==> src/shared/lcd_gpio_defs.svh <==
// offsets, field positions, reset values and codes of the shared lcd gpio ports
`ifndef LCD_GPIO_DEFS_SVH
`define LCD_GPIO_DEFS_SVH

// register indexes; byte address is four times the index
`define IDX_PORT_A_DATA_LATCH 16'hFFDA
`define IDX_PORT_B_DATA_LATCH 16'hFFDB
`define IDX_PORT_A_DIRECTION 16'hFFEA
`define IDX_PORT_B_DIRECTION 16'hFFEB
`define IDX_LCD_PORT_CONTROL 16'hFFD0
`define IDX_POWER_MODE 16'hFFD1

// address split of a 32-bit byte address
`define ADDR_IDX_LSB 2
`define ADDR_IDX_MSB 17

// field positions
`define SEGSEL_LSB 0
`define SEGSEL_MSB 3
`define PWR_LSB 0
`define PWR_MSB 2

// reset values
`define RST_DATA_LATCH 8'h00
`define RST_DIRECTION 8'h00
`define RST_SEGSEL 4'h0
`define RST_PWR 3'h0

// direction register read-back value
`define DIRECTION_READ 8'hFF

// power mode codes
`define PWR_ACTIVE 3'h0
`define PWR_SUBACTIVE 3'h1
`define PWR_SLEEP 3'h2
`define PWR_SUBSLEEP 3'h3
`define PWR_WATCH 3'h4
`define PWR_STANDBY 3'h5

// bus response codes
`define RESP_OKAY 2'h0
`define RESP_SLVERR 2'h2

`endif

==> src/shared/lcd_gpio_pkg.sv <==
// types shared by the lcd gpio port design
package lcd_gpio_pkg;

	// what a port pin does in the present power mode
	typedef enum logic [1:0] {PIN_RUN, PIN_HOLD, PIN_FLOAT} pin_mode_t;

	// software settings of one port
	typedef struct packed {
		logic [7:0] latch;
		logic [7:0] dir;
	} port_cfg_t;

	// what one port drives at its pins
	typedef struct packed {
		logic [7:0] value;
		logic [7:0] enable;
	} pin_drive_t;

endpackage

==> src/design/lcd_gpio_pin_sync.sv <==
// three-stage input synchroniser with agreement filter for port pins
`timescale 1ns/100ps
module lcd_gpio_pin_sync
#(
	parameter int W = 8
)
(
	// clock and reset
	input wire logic i_clk,
	input wire logic i_rst,
	// raw pins and accepted level
	input wire logic [W-1:0] i_pin,
	output logic [W-1:0] o_level
);

	logic [W-1:0] meta_r;
	logic [W-1:0] sync2_r;
	logic [W-1:0] sync3_r;
	logic [W-1:0] level_r;

	// ----------------------------------------
	// synchroniser chain
	// ----------------------------------------
	// first stage feeds only the second stage
	always_ff @(posedge i_clk or posedge i_rst)
	begin
		if (i_rst)
		begin
			meta_r <= '0;
			sync2_r <= '0;
			sync3_r <= '0;
		end
		else
		begin
			meta_r <= i_pin;
			sync2_r <= meta_r;
			sync3_r <= sync2_r;
		end
	end

	// a change counts only once stages two and three agree
	always_ff @(posedge i_clk or posedge i_rst)
	begin
		if (i_rst)
			level_r <= '0;
		else
			for (int b = 0; b < W; b++)
				if (sync2_r[b] == sync3_r[b])
					level_r[b] <= sync3_r[b];
	end

	assign o_level = level_r;

endmodule

==> src/design/lcd_shared_gpio_ports.sv <==
// two 8-bit gpio ports sharing pins with lcd segment outputs, axi4-lite slave
`timescale 1ns/100ps
`include "lcd_gpio_defs.svh"

// How it works
// - eight-bit data latch per port, reset zero
// - output-direction bits read back the latch
// - input-direction bits read the pin level
// - direction one is output, zero input
// - gpio settings drive only gpio pins; data reads merge latch and pin on every pin
// - direction register write-only, reads all ones
// - direction register resets to all inputs
// - port a upper nibble gpio for 00xx
// - port a lower nibble gpio for 00xx/0100
// - port a float, hold, run by mode
// - port b upper nibble gpio for 000x, lower nibble for 000x/0010
// - port b float, hold, run by mode
module lcd_shared_gpio_ports
	import lcd_gpio_pkg::*;
#(
	parameter int PORT_W = 8
)
(
	// clock and reset
	input wire logic I_SYS_CLK,
	input wire logic I_RST,
	// axi4-lite write address channel
	input wire logic [31:0] I_AXI_AWADDR,
	input wire logic [2:0] I_AXI_AWPROT,
	input wire logic I_AXI_AWVALID,
	output logic O_AXI_AWREADY,
	// axi4-lite write data channel
	input wire logic [31:0] I_AXI_WDATA,
	input wire logic [3:0] I_AXI_WSTRB,
	input wire logic I_AXI_WVALID,
	output logic O_AXI_WREADY,
	// axi4-lite write response channel
	output logic [1:0] O_AXI_BRESP,
	output logic O_AXI_BVALID,
	input wire logic I_AXI_BREADY,
	// axi4-lite read address channel
	input wire logic [31:0] I_AXI_ARADDR,
	input wire logic [2:0] I_AXI_ARPROT,
	input wire logic I_AXI_ARVALID,
	output logic O_AXI_ARREADY,
	// axi4-lite read data channel
	output logic [31:0] O_AXI_RDATA,
	output logic [1:0] O_AXI_RRESP,
	output logic O_AXI_RVALID,
	input wire logic I_AXI_RREADY,
	// segment waveforms from the lcd driver logic
	input wire logic [PORT_W-1:0] I_PORT_A_SEG_WAVE,
	input wire logic [PORT_W-1:0] I_PORT_B_SEG_WAVE,
	// port a pins
	input wire logic [PORT_W-1:0] I_PORT_A_PIN,
	output logic [PORT_W-1:0] O_PORT_A_PIN,
	output logic [PORT_W-1:0] O_PORT_A_PIN_OE,
	// port b pins
	input wire logic [PORT_W-1:0] I_PORT_B_PIN,
	output logic [PORT_W-1:0] O_PORT_B_PIN,
	output logic [PORT_W-1:0] O_PORT_B_PIN_OE
);

	// ----------------------------------------
	// elaboration checks
	// ----------------------------------------
	// the nibble-wise segment decode is built for exactly eight pins
	if (PORT_W != 8)
	begin : g_bad_width
		$error("lcd_shared_gpio_ports: PORT_W must be 8");
	end

	// ----------------------------------------
	// declarations
	// ----------------------------------------
	port_cfg_t port_a_r;
	port_cfg_t port_b_r;
	logic [3:0] segment_select_field_r;
	logic [2:0] power_mode_r;
	pin_mode_t pin_mode_a;
	pin_mode_t pin_mode_b;
	logic [7:0] gpio_mask_a;
	logic [7:0] gpio_mask_b;
	pin_drive_t drive_a_nxt;
	pin_drive_t drive_b_nxt;
	pin_drive_t drive_a_r;
	pin_drive_t drive_b_r;
	logic [7:0] level_a;
	logic [7:0] level_b;
	logic [7:0] read_a;
	logic [7:0] read_b;

	logic aw_held_r;
	logic [31:0] aw_addr_r;
	logic w_held_r;
	logic [31:0] w_data_r;
	logic [3:0] w_strb_r;
	logic bvalid_r;
	logic [1:0] bresp_r;
	logic rvalid_r;
	logic [1:0] rresp_r;
	logic [31:0] rdata_r;

	logic wr_fire;
	logic wr_lane0;
	logic [15:0] wr_idx;
	logic wr_upper_ok;
	logic wr_hit_a_latch;
	logic wr_hit_b_latch;
	logic wr_hit_a_dir;
	logic wr_hit_b_dir;
	logic wr_hit_ctrl;
	logic wr_hit_pwr;
	logic wr_mapped;
	logic rd_fire;
	logic [15:0] rd_idx;
	logic rd_upper_ok;
	logic [31:0] rd_data_nxt;
	logic rd_mapped_nxt;

	// ----------------------------------------
	// segment-select decode
	// ----------------------------------------
	// port a: upper nibble gpio for 00xx, lower for 00xx or 0100
	function automatic logic [7:0] gpio_mask_port_a(input logic [3:0] sel);
		logic hi;
		logic lo;
		hi = (sel[3:2] == 2'b00);
		lo = (sel[3:2] == 2'b00) || (sel == 4'b0100);
		return {{4{hi}}, {4{lo}}};
	endfunction

	// port b: upper nibble gpio for 000x, lower for 000x or 0010
	function automatic logic [7:0] gpio_mask_port_b(input logic [3:0] sel);
		logic hi;
		logic lo;
		hi = (sel[3:1] == 3'b000);
		lo = (sel[3:1] == 3'b000) || (sel == 4'b0010);
		return {{4{hi}}, {4{lo}}};
	endfunction

	assign gpio_mask_a = gpio_mask_port_a(segment_select_field_r);
	assign gpio_mask_b = gpio_mask_port_b(segment_select_field_r);

	// ----------------------------------------
	// power mode decode
	// ----------------------------------------
	// both ports float in standby and freeze in the sleep-type modes;
	// an unknown code is treated as running so the pins never lock up
	always_comb
	begin
		pin_mode_a = PIN_RUN;
		pin_mode_b = PIN_RUN;
		case (power_mode_r)
			`PWR_ACTIVE, `PWR_SUBACTIVE:
			begin
				pin_mode_a = PIN_RUN;
				pin_mode_b = PIN_RUN;
			end
			`PWR_SLEEP, `PWR_SUBSLEEP, `PWR_WATCH:
			begin
				pin_mode_a = PIN_HOLD;
				pin_mode_b = PIN_HOLD;
			end
			`PWR_STANDBY:
			begin
				pin_mode_a = PIN_FLOAT;
				pin_mode_b = PIN_FLOAT;
			end
			default:
			begin
				pin_mode_a = PIN_RUN;
				pin_mode_b = PIN_RUN;
			end
		endcase
	end

	// ----------------------------------------
	// pin drive selection
	// ----------------------------------------
	// gpio pins follow latch and direction; segment pins always drive
	// the waveform, so latch and direction have no say there
	always_comb
	begin
		for (int b = 0; b < 8; b++)
		begin
			if (gpio_mask_a[b])
			begin
				drive_a_nxt.value[b] = port_a_r.latch[b];
				drive_a_nxt.enable[b] = port_a_r.dir[b];
			end
			else
			begin
				drive_a_nxt.value[b] = I_PORT_A_SEG_WAVE[b];
				drive_a_nxt.enable[b] = 1'b1;
			end
			if (gpio_mask_b[b])
			begin
				drive_b_nxt.value[b] = port_b_r.latch[b];
				drive_b_nxt.enable[b] = port_b_r.dir[b];
			end
			else
			begin
				drive_b_nxt.value[b] = I_PORT_B_SEG_WAVE[b];
				drive_b_nxt.enable[b] = 1'b1;
			end
		end
	end

	// ----------------------------------------
	// pin output registers
	// ----------------------------------------
	// reset floats the pins; hold keeps the last driven state
	always_ff @(posedge I_SYS_CLK or posedge I_RST)
	begin
		if (I_RST)
			drive_a_r <= '0;
		else
			unique case (pin_mode_a)
				PIN_RUN: drive_a_r <= drive_a_nxt;
				PIN_HOLD: drive_a_r <= drive_a_r;
				PIN_FLOAT: drive_a_r.enable <= 8'h00;
			endcase
	end

	always_ff @(posedge I_SYS_CLK or posedge I_RST)
	begin
		if (I_RST)
			drive_b_r <= '0;
		else
			unique case (pin_mode_b)
				PIN_RUN: drive_b_r <= drive_b_nxt;
				PIN_HOLD: drive_b_r <= drive_b_r;
				PIN_FLOAT: drive_b_r.enable <= 8'h00;
			endcase
	end

	assign O_PORT_A_PIN = drive_a_r.value;
	assign O_PORT_A_PIN_OE = drive_a_r.enable;
	assign O_PORT_B_PIN = drive_b_r.value;
	assign O_PORT_B_PIN_OE = drive_b_r.enable;

	// ----------------------------------------
	// pin input synchronisers
	// ----------------------------------------
	lcd_gpio_pin_sync #(.W(8)) u_sync_a
	(
		.i_clk(I_SYS_CLK),
		.i_rst(I_RST),
		.i_pin(I_PORT_A_PIN),
		.o_level(level_a)
	);

	lcd_gpio_pin_sync #(.W(8)) u_sync_b
	(
		.i_clk(I_SYS_CLK),
		.i_rst(I_RST),
		.i_pin(I_PORT_B_PIN),
		.o_level(level_b)
	);

	// data read merges latch and pin per direction bit, for segment pins too
	assign read_a = (port_a_r.dir & port_a_r.latch) | (~port_a_r.dir & level_a);
	assign read_b = (port_b_r.dir & port_b_r.latch) | (~port_b_r.dir & level_b);

	// ----------------------------------------
	// bus write path
	// ----------------------------------------
	// address and data are caught separately; no new item is taken
	// while a response waits, which keeps one write in flight
	assign O_AXI_AWREADY = !aw_held_r && !bvalid_r;
	assign O_AXI_WREADY = !w_held_r && !bvalid_r;

	always_ff @(posedge I_SYS_CLK or posedge I_RST)
	begin
		if (I_RST)
		begin
			aw_held_r <= 1'b0;
			aw_addr_r <= 32'h0000_0000;
		end
		else if (I_AXI_AWVALID && O_AXI_AWREADY)
		begin
			aw_held_r <= 1'b1;
			aw_addr_r <= I_AXI_AWADDR;
		end
		else if (wr_fire)
			aw_held_r <= 1'b0;
	end

	always_ff @(posedge I_SYS_CLK or posedge I_RST)
	begin
		if (I_RST)
		begin
			w_held_r <= 1'b0;
			w_data_r <= 32'h0000_0000;
			w_strb_r <= 4'h0;
		end
		else if (I_AXI_WVALID && O_AXI_WREADY)
		begin
			w_held_r <= 1'b1;
			w_data_r <= I_AXI_WDATA;
			w_strb_r <= I_AXI_WSTRB;
		end
		else if (wr_fire)
			w_held_r <= 1'b0;
	end

	// write decode; only byte lane zero carries register bits
	assign wr_fire = aw_held_r && w_held_r && !bvalid_r;
	assign wr_lane0 = w_strb_r[0];
	assign wr_idx = aw_addr_r[`ADDR_IDX_MSB:`ADDR_IDX_LSB];
	assign wr_upper_ok = (aw_addr_r[31:`ADDR_IDX_MSB+1] == '0) && (aw_addr_r[1:0] == 2'b00);
	assign wr_hit_a_latch = wr_upper_ok && (wr_idx == `IDX_PORT_A_DATA_LATCH);
	assign wr_hit_b_latch = wr_upper_ok && (wr_idx == `IDX_PORT_B_DATA_LATCH);
	assign wr_hit_a_dir = wr_upper_ok && (wr_idx == `IDX_PORT_A_DIRECTION);
	assign wr_hit_b_dir = wr_upper_ok && (wr_idx == `IDX_PORT_B_DIRECTION);
	assign wr_hit_ctrl = wr_upper_ok && (wr_idx == `IDX_LCD_PORT_CONTROL);
	assign wr_hit_pwr = wr_upper_ok && (wr_idx == `IDX_POWER_MODE);
	assign wr_mapped = wr_hit_a_latch || wr_hit_b_latch || wr_hit_a_dir || wr_hit_b_dir
		|| wr_hit_ctrl || wr_hit_pwr;

	// response stands until the master takes it
	always_ff @(posedge I_SYS_CLK or posedge I_RST)
	begin
		if (I_RST)
		begin
			bvalid_r <= 1'b0;
			bresp_r <= `RESP_OKAY;
		end
		else if (wr_fire)
		begin
			bvalid_r <= 1'b1;
			bresp_r <= wr_mapped ? `RESP_OKAY : `RESP_SLVERR;
		end
		else if (I_AXI_BREADY)
			bvalid_r <= 1'b0;
	end

	assign O_AXI_BVALID = bvalid_r;
	assign O_AXI_BRESP = bresp_r;

	// ----------------------------------------
	// port registers
	// ----------------------------------------
	// latch and direction of both ports, cleared by reset
	always_ff @(posedge I_SYS_CLK or posedge I_RST)
	begin
		if (I_RST)
		begin
			port_a_r.latch <= `RST_DATA_LATCH;
			port_b_r.latch <= `RST_DATA_LATCH;
			port_a_r.dir <= `RST_DIRECTION;
			port_b_r.dir <= `RST_DIRECTION;
		end
		else if (wr_fire && wr_lane0)
		begin
			if (wr_hit_a_latch)
				port_a_r.latch <= w_data_r[7:0];
			if (wr_hit_b_latch)
				port_b_r.latch <= w_data_r[7:0];
			if (wr_hit_a_dir)
				port_a_r.dir <= w_data_r[7:0];
			if (wr_hit_b_dir)
				port_b_r.dir <= w_data_r[7:0];
		end
	end

	// ----------------------------------------
	// control registers
	// ----------------------------------------
	// segment select and power mode steer the pin muxes above
	always_ff @(posedge I_SYS_CLK or posedge I_RST)
	begin
		if (I_RST)
		begin
			segment_select_field_r <= `RST_SEGSEL;
			power_mode_r <= `RST_PWR;
		end
		else if (wr_fire && wr_lane0)
		begin
			if (wr_hit_ctrl)
				segment_select_field_r <= w_data_r[`SEGSEL_MSB:`SEGSEL_LSB];
			if (wr_hit_pwr)
				power_mode_r <= w_data_r[`PWR_MSB:`PWR_LSB];
		end
	end

	// ----------------------------------------
	// bus read path
	// ----------------------------------------
	// one read in flight; the address is taken only while no data waits
	assign O_AXI_ARREADY = !rvalid_r;
	assign rd_fire = I_AXI_ARVALID && !rvalid_r;
	assign rd_idx = I_AXI_ARADDR[`ADDR_IDX_MSB:`ADDR_IDX_LSB];
	assign rd_upper_ok = (I_AXI_ARADDR[31:`ADDR_IDX_MSB+1] == '0) && (I_AXI_ARADDR[1:0] == 2'b00);

	// read mux; narrow registers sit in the low bits, the rest reads zero
	always_comb
	begin
		rd_data_nxt = 32'h0000_0000;
		rd_mapped_nxt = rd_upper_ok;
		case (rd_idx)
			`IDX_PORT_A_DATA_LATCH: rd_data_nxt[7:0] = read_a;
			`IDX_PORT_B_DATA_LATCH: rd_data_nxt[7:0] = read_b;
			`IDX_PORT_A_DIRECTION: rd_data_nxt[7:0] = `DIRECTION_READ;
			`IDX_PORT_B_DIRECTION: rd_data_nxt[7:0] = `DIRECTION_READ;
			`IDX_LCD_PORT_CONTROL: rd_data_nxt[`SEGSEL_MSB:`SEGSEL_LSB] = segment_select_field_r;
			`IDX_POWER_MODE: rd_data_nxt[`PWR_MSB:`PWR_LSB] = power_mode_r;
			default: rd_mapped_nxt = 1'b0;
		endcase
		if (!rd_mapped_nxt)
			rd_data_nxt = 32'h0000_0000;
	end

	// read data stands until the master takes it
	always_ff @(posedge I_SYS_CLK or posedge I_RST)
	begin
		if (I_RST)
		begin
			rvalid_r <= 1'b0;
			rresp_r <= `RESP_OKAY;
			rdata_r <= 32'h0000_0000;
		end
		else if (rd_fire)
		begin
			rvalid_r <= 1'b1;
			rresp_r <= rd_mapped_nxt ? `RESP_OKAY : `RESP_SLVERR;
			rdata_r <= rd_data_nxt;
		end
		else if (I_AXI_RREADY)
			rvalid_r <= 1'b0;
	end

	assign O_AXI_RVALID = rvalid_r;
	assign O_AXI_RRESP = rresp_r;
	assign O_AXI_RDATA = rdata_r;

endmodule

==> config.mk <==
export PLATFORM = sky130hd
export DESIGN_NAME = lcd_shared_gpio_ports
export DESIGN_NICKNAME = d
export VERILOG_FILES = /design/src/shared/lcd_gpio_pkg.sv /design/src/design/lcd_gpio_pin_sync.sv /design/src/design/lcd_shared_gpio_ports.sv
export VERILOG_INCLUDE_DIRS = /design/src /design/src/shared
export SDC_FILE = /design/constraint.sdc
export NUM_CORES = 1
export LEC_CHECK = 0
export ABC_AREA = 0
export BUFFER_PORTS_ARGS = -buffer_cell sky130_fd_sc_hd__buf_4
export CORE_MARGIN = 3
export CORE_UTILIZATION = 56
export CTS_CLUSTER_DIAMETER = 120
export DETAILED_ROUTE_END_ITERATION = 10
export PLACE_DENSITY = 0.92
export SYNTH_ARGS = -nofsm -noshare
export SYNTH_HDL_FRONTEND = slang
export SYNTH_SLANG_ARGS = --single-unit
==> constraint.sdc <==
create_clock -name I_SYS_CLK -period 12.9 [get_ports I_SYS_CLK]
set_clock_uncertainty 0.05 [all_clocks]
set_input_delay 1.935 -clock I_SYS_CLK [delete_from_list [all_inputs] [get_ports I_SYS_CLK]]
set_output_delay 1.935 -clock I_SYS_CLK [all_outputs]
set_load 0.005 [all_outputs]
; Word-level counts from Yosys, hierarchy flattened
; Index checks and enable logic that the tools add are counted.
[op_classes]
eq_ne = 36
mux = 49
bitwise = 8
reduce_logical = 47
[op_table]
columns = cell, n
row1 = $eq A16 B16 Y1 const B, 12
row2 = $mux W1, 40
row3 = $and A8 B8 Y8, 4
row4 = $pmux W8 S2, 2
row5 = $logic_not A14 Y1, 2
row6 = $eq A1 B1 Y1, 16
row7 = $logic_and A1 B1 Y1, 16
row8 = $not A8 Y8, 2
row9 = $or A8 B8 Y8, 2
row10 = $pmux W3 S5, 1
row11 = $pmux W4 S3, 1
row12 = $reduce_and A2 Y1, 6
row13 = $logic_not A2 Y1, 4
row14 = $mux W8, 1
row15 = $reduce_bool A2 Y1, 4
row16 = $logic_or A1 B1 Y1, 7
row17 = $eq A3 B2 Y1 const B, 2
row18 = $eq A3 B3 Y1 const B, 2
row19 = $reduce_or A6 Y1, 1
row20 = $eq A4 B2 Y1 const B, 1
row21 = $eq A4 B3 Y1 const B, 1
row22 = $logic_not A1 Y1, 4
row23 = $mux W2, 2
row24 = $pmux W1 S4, 1
row25 = other kinds (6), 6
[totals]
register_bits = 216
in_bits = 145
out_inout_bits = 73
wordCells = 182

; Longest topological paths before layout
; Gate-level depths: netlist (run 1).
[logic_depth]
word_depth = 9
ltp_mapped = 6
depth_no_buf = 4

; Hierarchy
; A second synthesis (run 1) with hierarchy kept.
[unflattened]
hier_cells = 555
hier_area_um2 = 7596.0
[modules_own_cells]
columns = mod, n_inst, cells_each, area_per_inst_um2, seq_area_each_um2
row1 = lcd_shared_gpio_ports, 1, 473, 5806.8, 3153.0
row2 = lcd_gpio_pin_sync, 2, 41, 894.6, 800.8

; Worst setup path after synthesis (run 1)
; OpenSTA, ideal clock, no wires.
[synth_timing]
path_type = input port to flip-flop
startpoint = in I_AXI_ARADDR[17]
endpoint = reg rdata_r[0], in the netlist O_AXI_RDATA[0]
setup_ps = 83
arrival_time_ps = 3081
t_required_ps = 12767
path_slack_ps = 9686
cell_stages = 4
path_buffers = 0
cell_sequence = nand4_1 > nor4_1 > a22oi_1 > o21ai_0
[synth_between]
elab_chain_cells = 4
word_cells_on_any_way = 11
classes_between = 6 x eq/ne / 3 x mux / 2 x reduce/logical
[synth_rtl]
columns = element, line_no
row1 = from (decl), lcd_shared_gpio_ports.sv:42  ; input wire logic [31:0] I_AXI_ARADDR,
row2 = $eq A16 B16 Y1, lcd_shared_gpio_ports.sv:402  ; case (rd_idx)
row3 = $reduce_or A2 Y1 (no line) / $reduce_or A6 Y1 (equally long branches), n/a
row4 = $pmux W3 S5 / $mux W1 (equally long branches), lcd_shared_gpio_ports.sv:402
row5 = $mux W8 *, lcd_shared_gpio_ports.sv:411  ; if (!rd_mapped_nxt)
row6 = to (signal assigned), lcd_shared_gpio_ports.sv:428  ; rdata_r <= rd_data_nxt;
row7 = to (decl), lcd_shared_gpio_ports.sv:102  ; logic [31:0] rdata_r;
; Mark *: on every way between the ends. The rest lies on a longest branch, timed or not.
; A chain may end at the register's enable or synchronous reset.

; Worst setup path after layout (run 1)
[layout_timing]
startpoint = in I_AXI_ARADDR[4]
endpoint = reg rdata_r[0], in the netlist O_AXI_RDATA[0]
; Same word-level chain as after synthesis.

==> results.md, run 1 <==
- Clock Latency Late Sink: 0.43 ns
- First-pass GRT wire length: around 26,000 um
- Leakage: 4.46 nW
- Die area: 15,000 sq um
- Crit. End Element: register
- R2R setup slack: roughly 11 ns
- Clock transition at path regs: roughly 0.06 ns
- Fraction of registers with async set/reset: 100%
- Final WL: roughly 17,000 um
- Root Buffer: clkbuf_16
- GRT Overall Usage: about a quarter
- DRC errors left: 0
- Vias in the first global route: 5,121
- Die X: 122 um
- RSZ-0062 raised after global routing: false
- Num rows: 41
- Initial DRC Count: 266
- Final setup fails: 0
- Worst Setup Path Type: in -> reg
- Status: finished, final reports clean
- Remaining Overflow, GRT: 0
- HPWL Detailed: 12,400 um
- Top flop regs: aw_addr_r: 32 flops, port_a_r: 16 flops, port_b_r: 16 flops
- Tot Pwr: 1.52 mW
- Final WS setup: 9.54 ns
- CP required: 13.19 ns
- Setup Buffers After CTS: 0
- Post-cts resize count: 0
- Worst rel slew slack: 8.60%
- Most common cell after layout, fill and taps aside: dfrtp_1
- Sequential-to-total area share from yosys stat: 62.6%
- Post-synth top area share: 62.6%
- CTS Buf Count: 17
- Vias: 4,876
- Slowest cell delay on critical path: ~1.1 ns
- Top achievable clock speed: 298 MHz
- Die Height: 122 um
- Starting density of the core: 58.8%
- Final Slew Violations: 0
- Syn Inst Count: 557
- Yosys warns: 0
- Synth area leader: dfrtp_1
- Core ar.: 12,900 sq um
- CP Data Arrival Time: 3.65 ns
- Setup crit end: O_AXI_RDATA[0]$_DFFE_PP0P_
- Pwr Density: 160 nW/um^2
- Most frequent cells in the layout: 190 x dfrtp_1, 160 x buf_4, 77 x mux2_2
- # Max-Cap Violations: 0
- Worst-case reg-to-reg path depth: 4
- Largest fanout on the critical path: 8
- CP startpoint: I_AXI_ARADDR[4]
- Gpl congestion: 0.870
- Clock Path Buffers: 2
- Cell variety after synth: 47
- Class of the worst hold path: reg -> reg
- Critical R2R Capture: port_b_r[8]$_DFFE_PP0P_
- WL per Instance: 18.8 um
- Via density per instance: 5.42
- Critical R2R Launch: aw_addr_r[30]$_DFFE_PP0P_
- Largest net degree at the start of global routing: 124
- Syn-to-layout area delta: 24.8%
- Worst Setup Start Kind: input port
- Cts-stage hold buffer count: 0
- Worst-margin pin slew: 1.37 ns
- Initial antenna violation count: 0
- Crit-path cells: buf_4, nand3b_1, nor4_1, a22oi_1, o21ai_0
- # IOs: 218
- Ant diodes: 0
- Synth Flop Type: dfrtp_1
- Antenna-violating nets left: 0
- Nets@finish: 860
- Finished Layout Cells: 900
- Max reg flops: 32
- Total clock sinks: 190
- Worst vdd ir: 0.118 mV
- Place WS: 9.17 ns
- Port Buffer Count: 158
- CTS tree: yes
- Layout cells sized above 1: 39.1%
- Largest Register: aw_addr_r
- Synth Area per Inst: 13.6 sq um
- Placed cell count: 868
- # H-tree levels: 4
- Synth Cell Area: 7600 sq um
- Hold Fails Final Rpt: 0
- EDFF count, synth: 0
- Crit share post-route: 26.0%
- Worst path slowest cell: nor4_1
- Seq cells post-synth: 190
- DRT Pass-1 Iters: 5
- Largest cells by area after synthesis: dfrtp_1 63%, mux2_2 11%, mux2i_1 5.7%, o21ai_0 3.2%, buf_4 2.6%
- Setup TNS: 0 ns
- Min Tclk post-route: between 3 and 4 ns
[metal layers]
| metal | wire (um) | share of wire [%] | track usage, % |
|---|---|---|---|
| met3 | 1380 | 8.2 | 6.77 |
| met2 | 8730 | 52 | 39.8 |
| met4 | 451 | 2.7 | 10.2 |
| met5 | 0 | 0 | 0 |
| met1 | 6350 | 38 | 27.4 |
[report_power, final]
part           switching [mW]  internal (mW)
combinational          0.0852          0.124
sequential             0.0778          0.680
clock                   0.211          0.340
[Yosys cell counts (all sizes together) (2+ instances only)]
cell / number
nand2: 43
nand4bb: 2
maj3: 16
or3: 2
mux2: 81
inv: 4
clkbuf: 15
and2: 2
nor2: 25
o21ai: 48
dfrtp: 190
nand2b: 4
a21oi: 6
or4b: 2
and3: 2
a22oi: 4
mux2i: 43
and3b: 2
nand4b: 2
nor4: 8
nand3: 2
xnor2: 2
buf: 31
nor4b: 4
nand4: 4
[worst max-delay path, delay by kind of cell]
kind	cells	cell delay, ns
AOI/OAI and AO/OA	2	0.36
and+or+nand+nor	2	1.25
buffers and inverters	1	0.10
[cell families after synthesis]
logic type | share of synthesized area [%]
AO/OA/AOI/OAI | 4.33
XOR/XNOR | 0.346
adder cells (fa/ha/maj) | 2.11
buffers and inverters | 3.79
flip-flops | 62.6
multiplexers | 17.9
other | 0.0494
AND/OR/NAND/NOR | 8.91
[how the worst min path moves through the flow]
stage,startpoint,cells after the start,to,slack (ns)
6_report,u_sync_b.meta_r[5]$_DFF_PP0_,0,u_sync_b.sync2_r[5]$_DFF_PP0_,0.30
4_1_cts,u_sync_a.meta_r[2]$_DFF_PP0_,0,u_sync_a.sync2_r[2]$_DFF_PP0_,0.30
3_5_place_dp,u_sync_b.meta_r[4]$_DFF_PP0_,0,u_sync_b.sync2_r[4]$_DFF_PP0_,0.29
2_1_floorplan,u_sync_a.meta_r[0]$_DFF_PP0_,0,u_sync_a.sync2_r[0]$_DFF_PP0_,0.28
5_1_grt,u_sync_b.meta_r[3]$_DFF_PP0_,0,u_sync_b.sync2_r[3]$_DFF_PP0_,0.31
3_3_place_gp,u_sync_b.meta_r[5]$_DFF_PP0_,0,u_sync_b.sync2_r[5]$_DFF_PP0_,0.28
[through the flow]
stage | hold slack (ns) | area (sq um) | util, %
global placement | 0.282 | 8850 | 68.4
CTS | 0.299 | 9480 | 73.3
floorplan | 0.281 | 7690 | -
global route | 0.306 | 9480 | 73.3
finish | 0.297 | 9480 | 73.3
detailed placement | 0.286 | 8850 | 68.4
[area by class of cell]
class                   instances  area [sq um]
multi-input cells             342          2660
repair buffers                160          1200
well taps                     172           215
fillers                       816          3450
flip-flops and latches        190          4750
clock buffers                  22           474
clock inverters                10           159
inverters                       4          22.5
(Power assumes the default switching activity.)
==> run 2: changes to the inputs <==
--- a/config.mk
+++ b/config.mk
@@ -9,10 +9,10 @@
 export ABC_AREA = 0
 export BUFFER_PORTS_ARGS = -buffer_cell sky130_fd_sc_hd__buf_4
 export CORE_MARGIN = 3
-export CORE_UTILIZATION = 56
+export CORE_UTILIZATION = 47
 export CTS_CLUSTER_DIAMETER = 120
 export DETAILED_ROUTE_END_ITERATION = 10
-export PLACE_DENSITY = 0.92
+export PLACE_DENSITY = 0.83
 export SYNTH_ARGS = -nofsm -noshare
 export SYNTH_HDL_FRONTEND = slang
 export SYNTH_SLANG_ARGS = --single-unit
==> constraint.sdc (replaced) <==
create_clock -name I_SYS_CLK -period 2.85 [get_ports I_SYS_CLK]
set_clock_uncertainty 0.05 [all_clocks]
set_input_delay 0.4275 -clock I_SYS_CLK [delete_from_list [all_inputs] [get_ports I_SYS_CLK]]
set_output_delay 0.4275 -clock I_SYS_CLK [all_outputs]
set_load 0.005 [all_outputs]
==> results.md, run 2 (synthesized netlist as in run 1, its figures left out) <==
- Status: finished, final reports clean
- Root Buffer: clkbuf_16
- Ant diodes: 0
- First-pass GRT wire length: 27,000 um
- # IOs: 218
- Layout cells sized above 1: 39.2%
- Clock Path Buffers: 2
- CTS Buf Count: 17
- Cts-stage hold buffer count: 1
- CP bufs+invs: 0
- Gpl congestion: 0.847
- Clock transition at path regs: 0.07 ns
- DP Area: slightly below 9000 sq um
- Top achievable clock speed: 431 MHz
- Clock power frac: 34.9%
- Crit share post-route: 81.4%
- Vias in the first global route: 5,207
- Largest Register: aw_addr_r
- Largest fanout on the critical path: 8
- Hold path cells: 1
- Via density per instance: between 5 and 6
- Tot Pwr: 6.71 mW
- Internal power: slightly above 5 mW
- Final cell utilization of the core: ~62%
- Final WL: 17,000 um
- Critical R2R Capture: port_a_r[6]$_DFFE_PP0P_
- Worst-margin pin slew: roughly 0.83 ns
- DRC errors left: 0
- Setup TNS: 0 ns
- Clock Latency Late Sink: approximately 0.43 ns
- CP required: approximately 3.1 ns
- GRT Overall Usage: 19.6%
- Core ar.: 15,500 sq um
- Worst-case reg-to-reg path depth: 4
- Most common cell after layout, fill and taps aside: dfrtp_1
- Hold Fails Final Rpt: 0
- Nets@finish: 866
- Placed cell count: 912
- # H-tree levels: 4
- Port Buffer Count: 158
- Antenna-violating nets left: 0
- Worst vdd ir: 0.686 mV
- CP Data Arrival Time: 2.58 ns
- Finished Layout Cells: approximately 940
- Pwr Density: 703 nW/um^2
- Die Height: approximately 130 um
- Leakage: between 4 and 5 nW
- Initial DRC Count: 324
- R2R setup slack: 0.53 ns
- Class of the worst hold path: in -> reg
- Sequential share of power: around 50%
- Max reg flops: 32
- Most frequent cells in the layout: 190 x dfrtp_1, 164 x buf_4, 77 x mux2_2
- Worst Setup Path Type: reg -> reg
- Hold Path End: u_sync_b.meta_r[6]$_DFF_PP0_
- # Max-Cap Violations: 0
- Comb power frac: between 10 and 15%
- Setup Buffers After CTS: 0
- Worst path slowest cell: nand4bb_1
- Worst rel slew slack: 43.9%
- Worst hold start: I_PORT_B_PIN[6]
- Final WS setup: 0.529 ns
- Syn-to-layout area delta: 25.6%
- CTS tree: yes
- Slowest cell delay on critical path: 0.70 ns
- Starting density of the core: 49.1%
- Vias: 4,849
- Critical R2R Launch: aw_addr_r[30]$_DFFE_PP0P_
- Crit-path cells: nor4b_2, nand3_2, nand4bb_1, mux2_2
- Final Slew Violations: 0
- Final setup fails: 0
- RSZ-0062 raised after global routing: false
- Sw power: roughly 1.7 mW
- Total clock sinks: 190
- Die X: 133 um
- Initial antenna violation count: 0
- DRT Pass-1 Iters: 4
- Sw frac: roughly a quarter
- Min Tclk post-route: 2.32 ns
- Die area: 17,700 sq um
- Final Cell Area: 9540 sq um
- WL per Instance: 18.0 um
- Hold Slack: approximately 0.053 ns
- Num rows: 45
- Worst Setup Start Kind: register
- Remaining Overflow, GRT: 0
- Crit. End Element: register
- Post-cts resize count: 0
- HPWL Detailed: ~12,000 um
- Top flop regs: aw_addr_r: 32 flops, port_a_r: 16 flops, port_b_r: 16 flops
- Largest net degree at the start of global routing: 112
- Top delay family on crit path: simple AND/OR/NAND/NOR gates
- Place WS: roughly 0.54 ns
## run 2: area by class of cell
class / count / area, sq um
clock buffer: 21 / 460
clock inverter: 7 / 115
fill: 1188 / 5940
inverter: 4 / 18.8
multi-input combinational: 342 / 2670
sequential: 190 / 4750
tap: 211 / 264
timing repair buffer: 166 / 1260
## run 2: worst max path at each step
stage	startpoint	to	slack, ns	depth (start not counted)
after floorplan	I_RST	O_AXI_BRESP[1]$_DFFE_PP0P_	-0.08	1
after global placement	aw_addr_r[31]$_DFFE_PP0P_	port_b_r[12]$_DFFE_PP0P_	0.59	4
after detailed placement	aw_addr_r[21]$_DFFE_PP0P_	port_a_r[6]$_DFFE_PP0P_	0.54	4
after CTS	aw_addr_r[30]$_DFFE_PP0P_	port_a_r[6]$_DFFE_PP0P_	0.50	4
after global routing	O_AXI_BVALID$_DFFE_PP0P_	port_b_r[7]$_DFFE_PP0P_	0.36	4
final	aw_addr_r[30]$_DFFE_PP0P_	port_a_r[6]$_DFFE_PP0P_	0.53	4
## run 2: worst reg2reg max path, delay by kind of cell, from the launching register on
family | cells | cell delay, ns
multiplexers | 1 | 0.51
AND/OR/NAND/NOR | 3 | 1.25
flip-flops | 1 | 0.39
## run 2: routing by layer
layer  vias up  GRT usage (%)  share of wire, %
li1       2224              -                 -
met1      2445           23.9                39
met2       158           33.3                52
met3        22           5.78               6.9
met4         0           6.86               2.0
met5         -              0                 0
## run 2: power groups by stage
stage	Clock [mW]	Combinational [mW]	Sequential, mW
floorplan	0	0.701	3.35
global placement	0	0.899	3.42
detailed placement	0	0.959	3.46
CTS	2.38	0.969	3.42
global route	2.50	1.05	3.46
finish	2.34	0.951	3.42
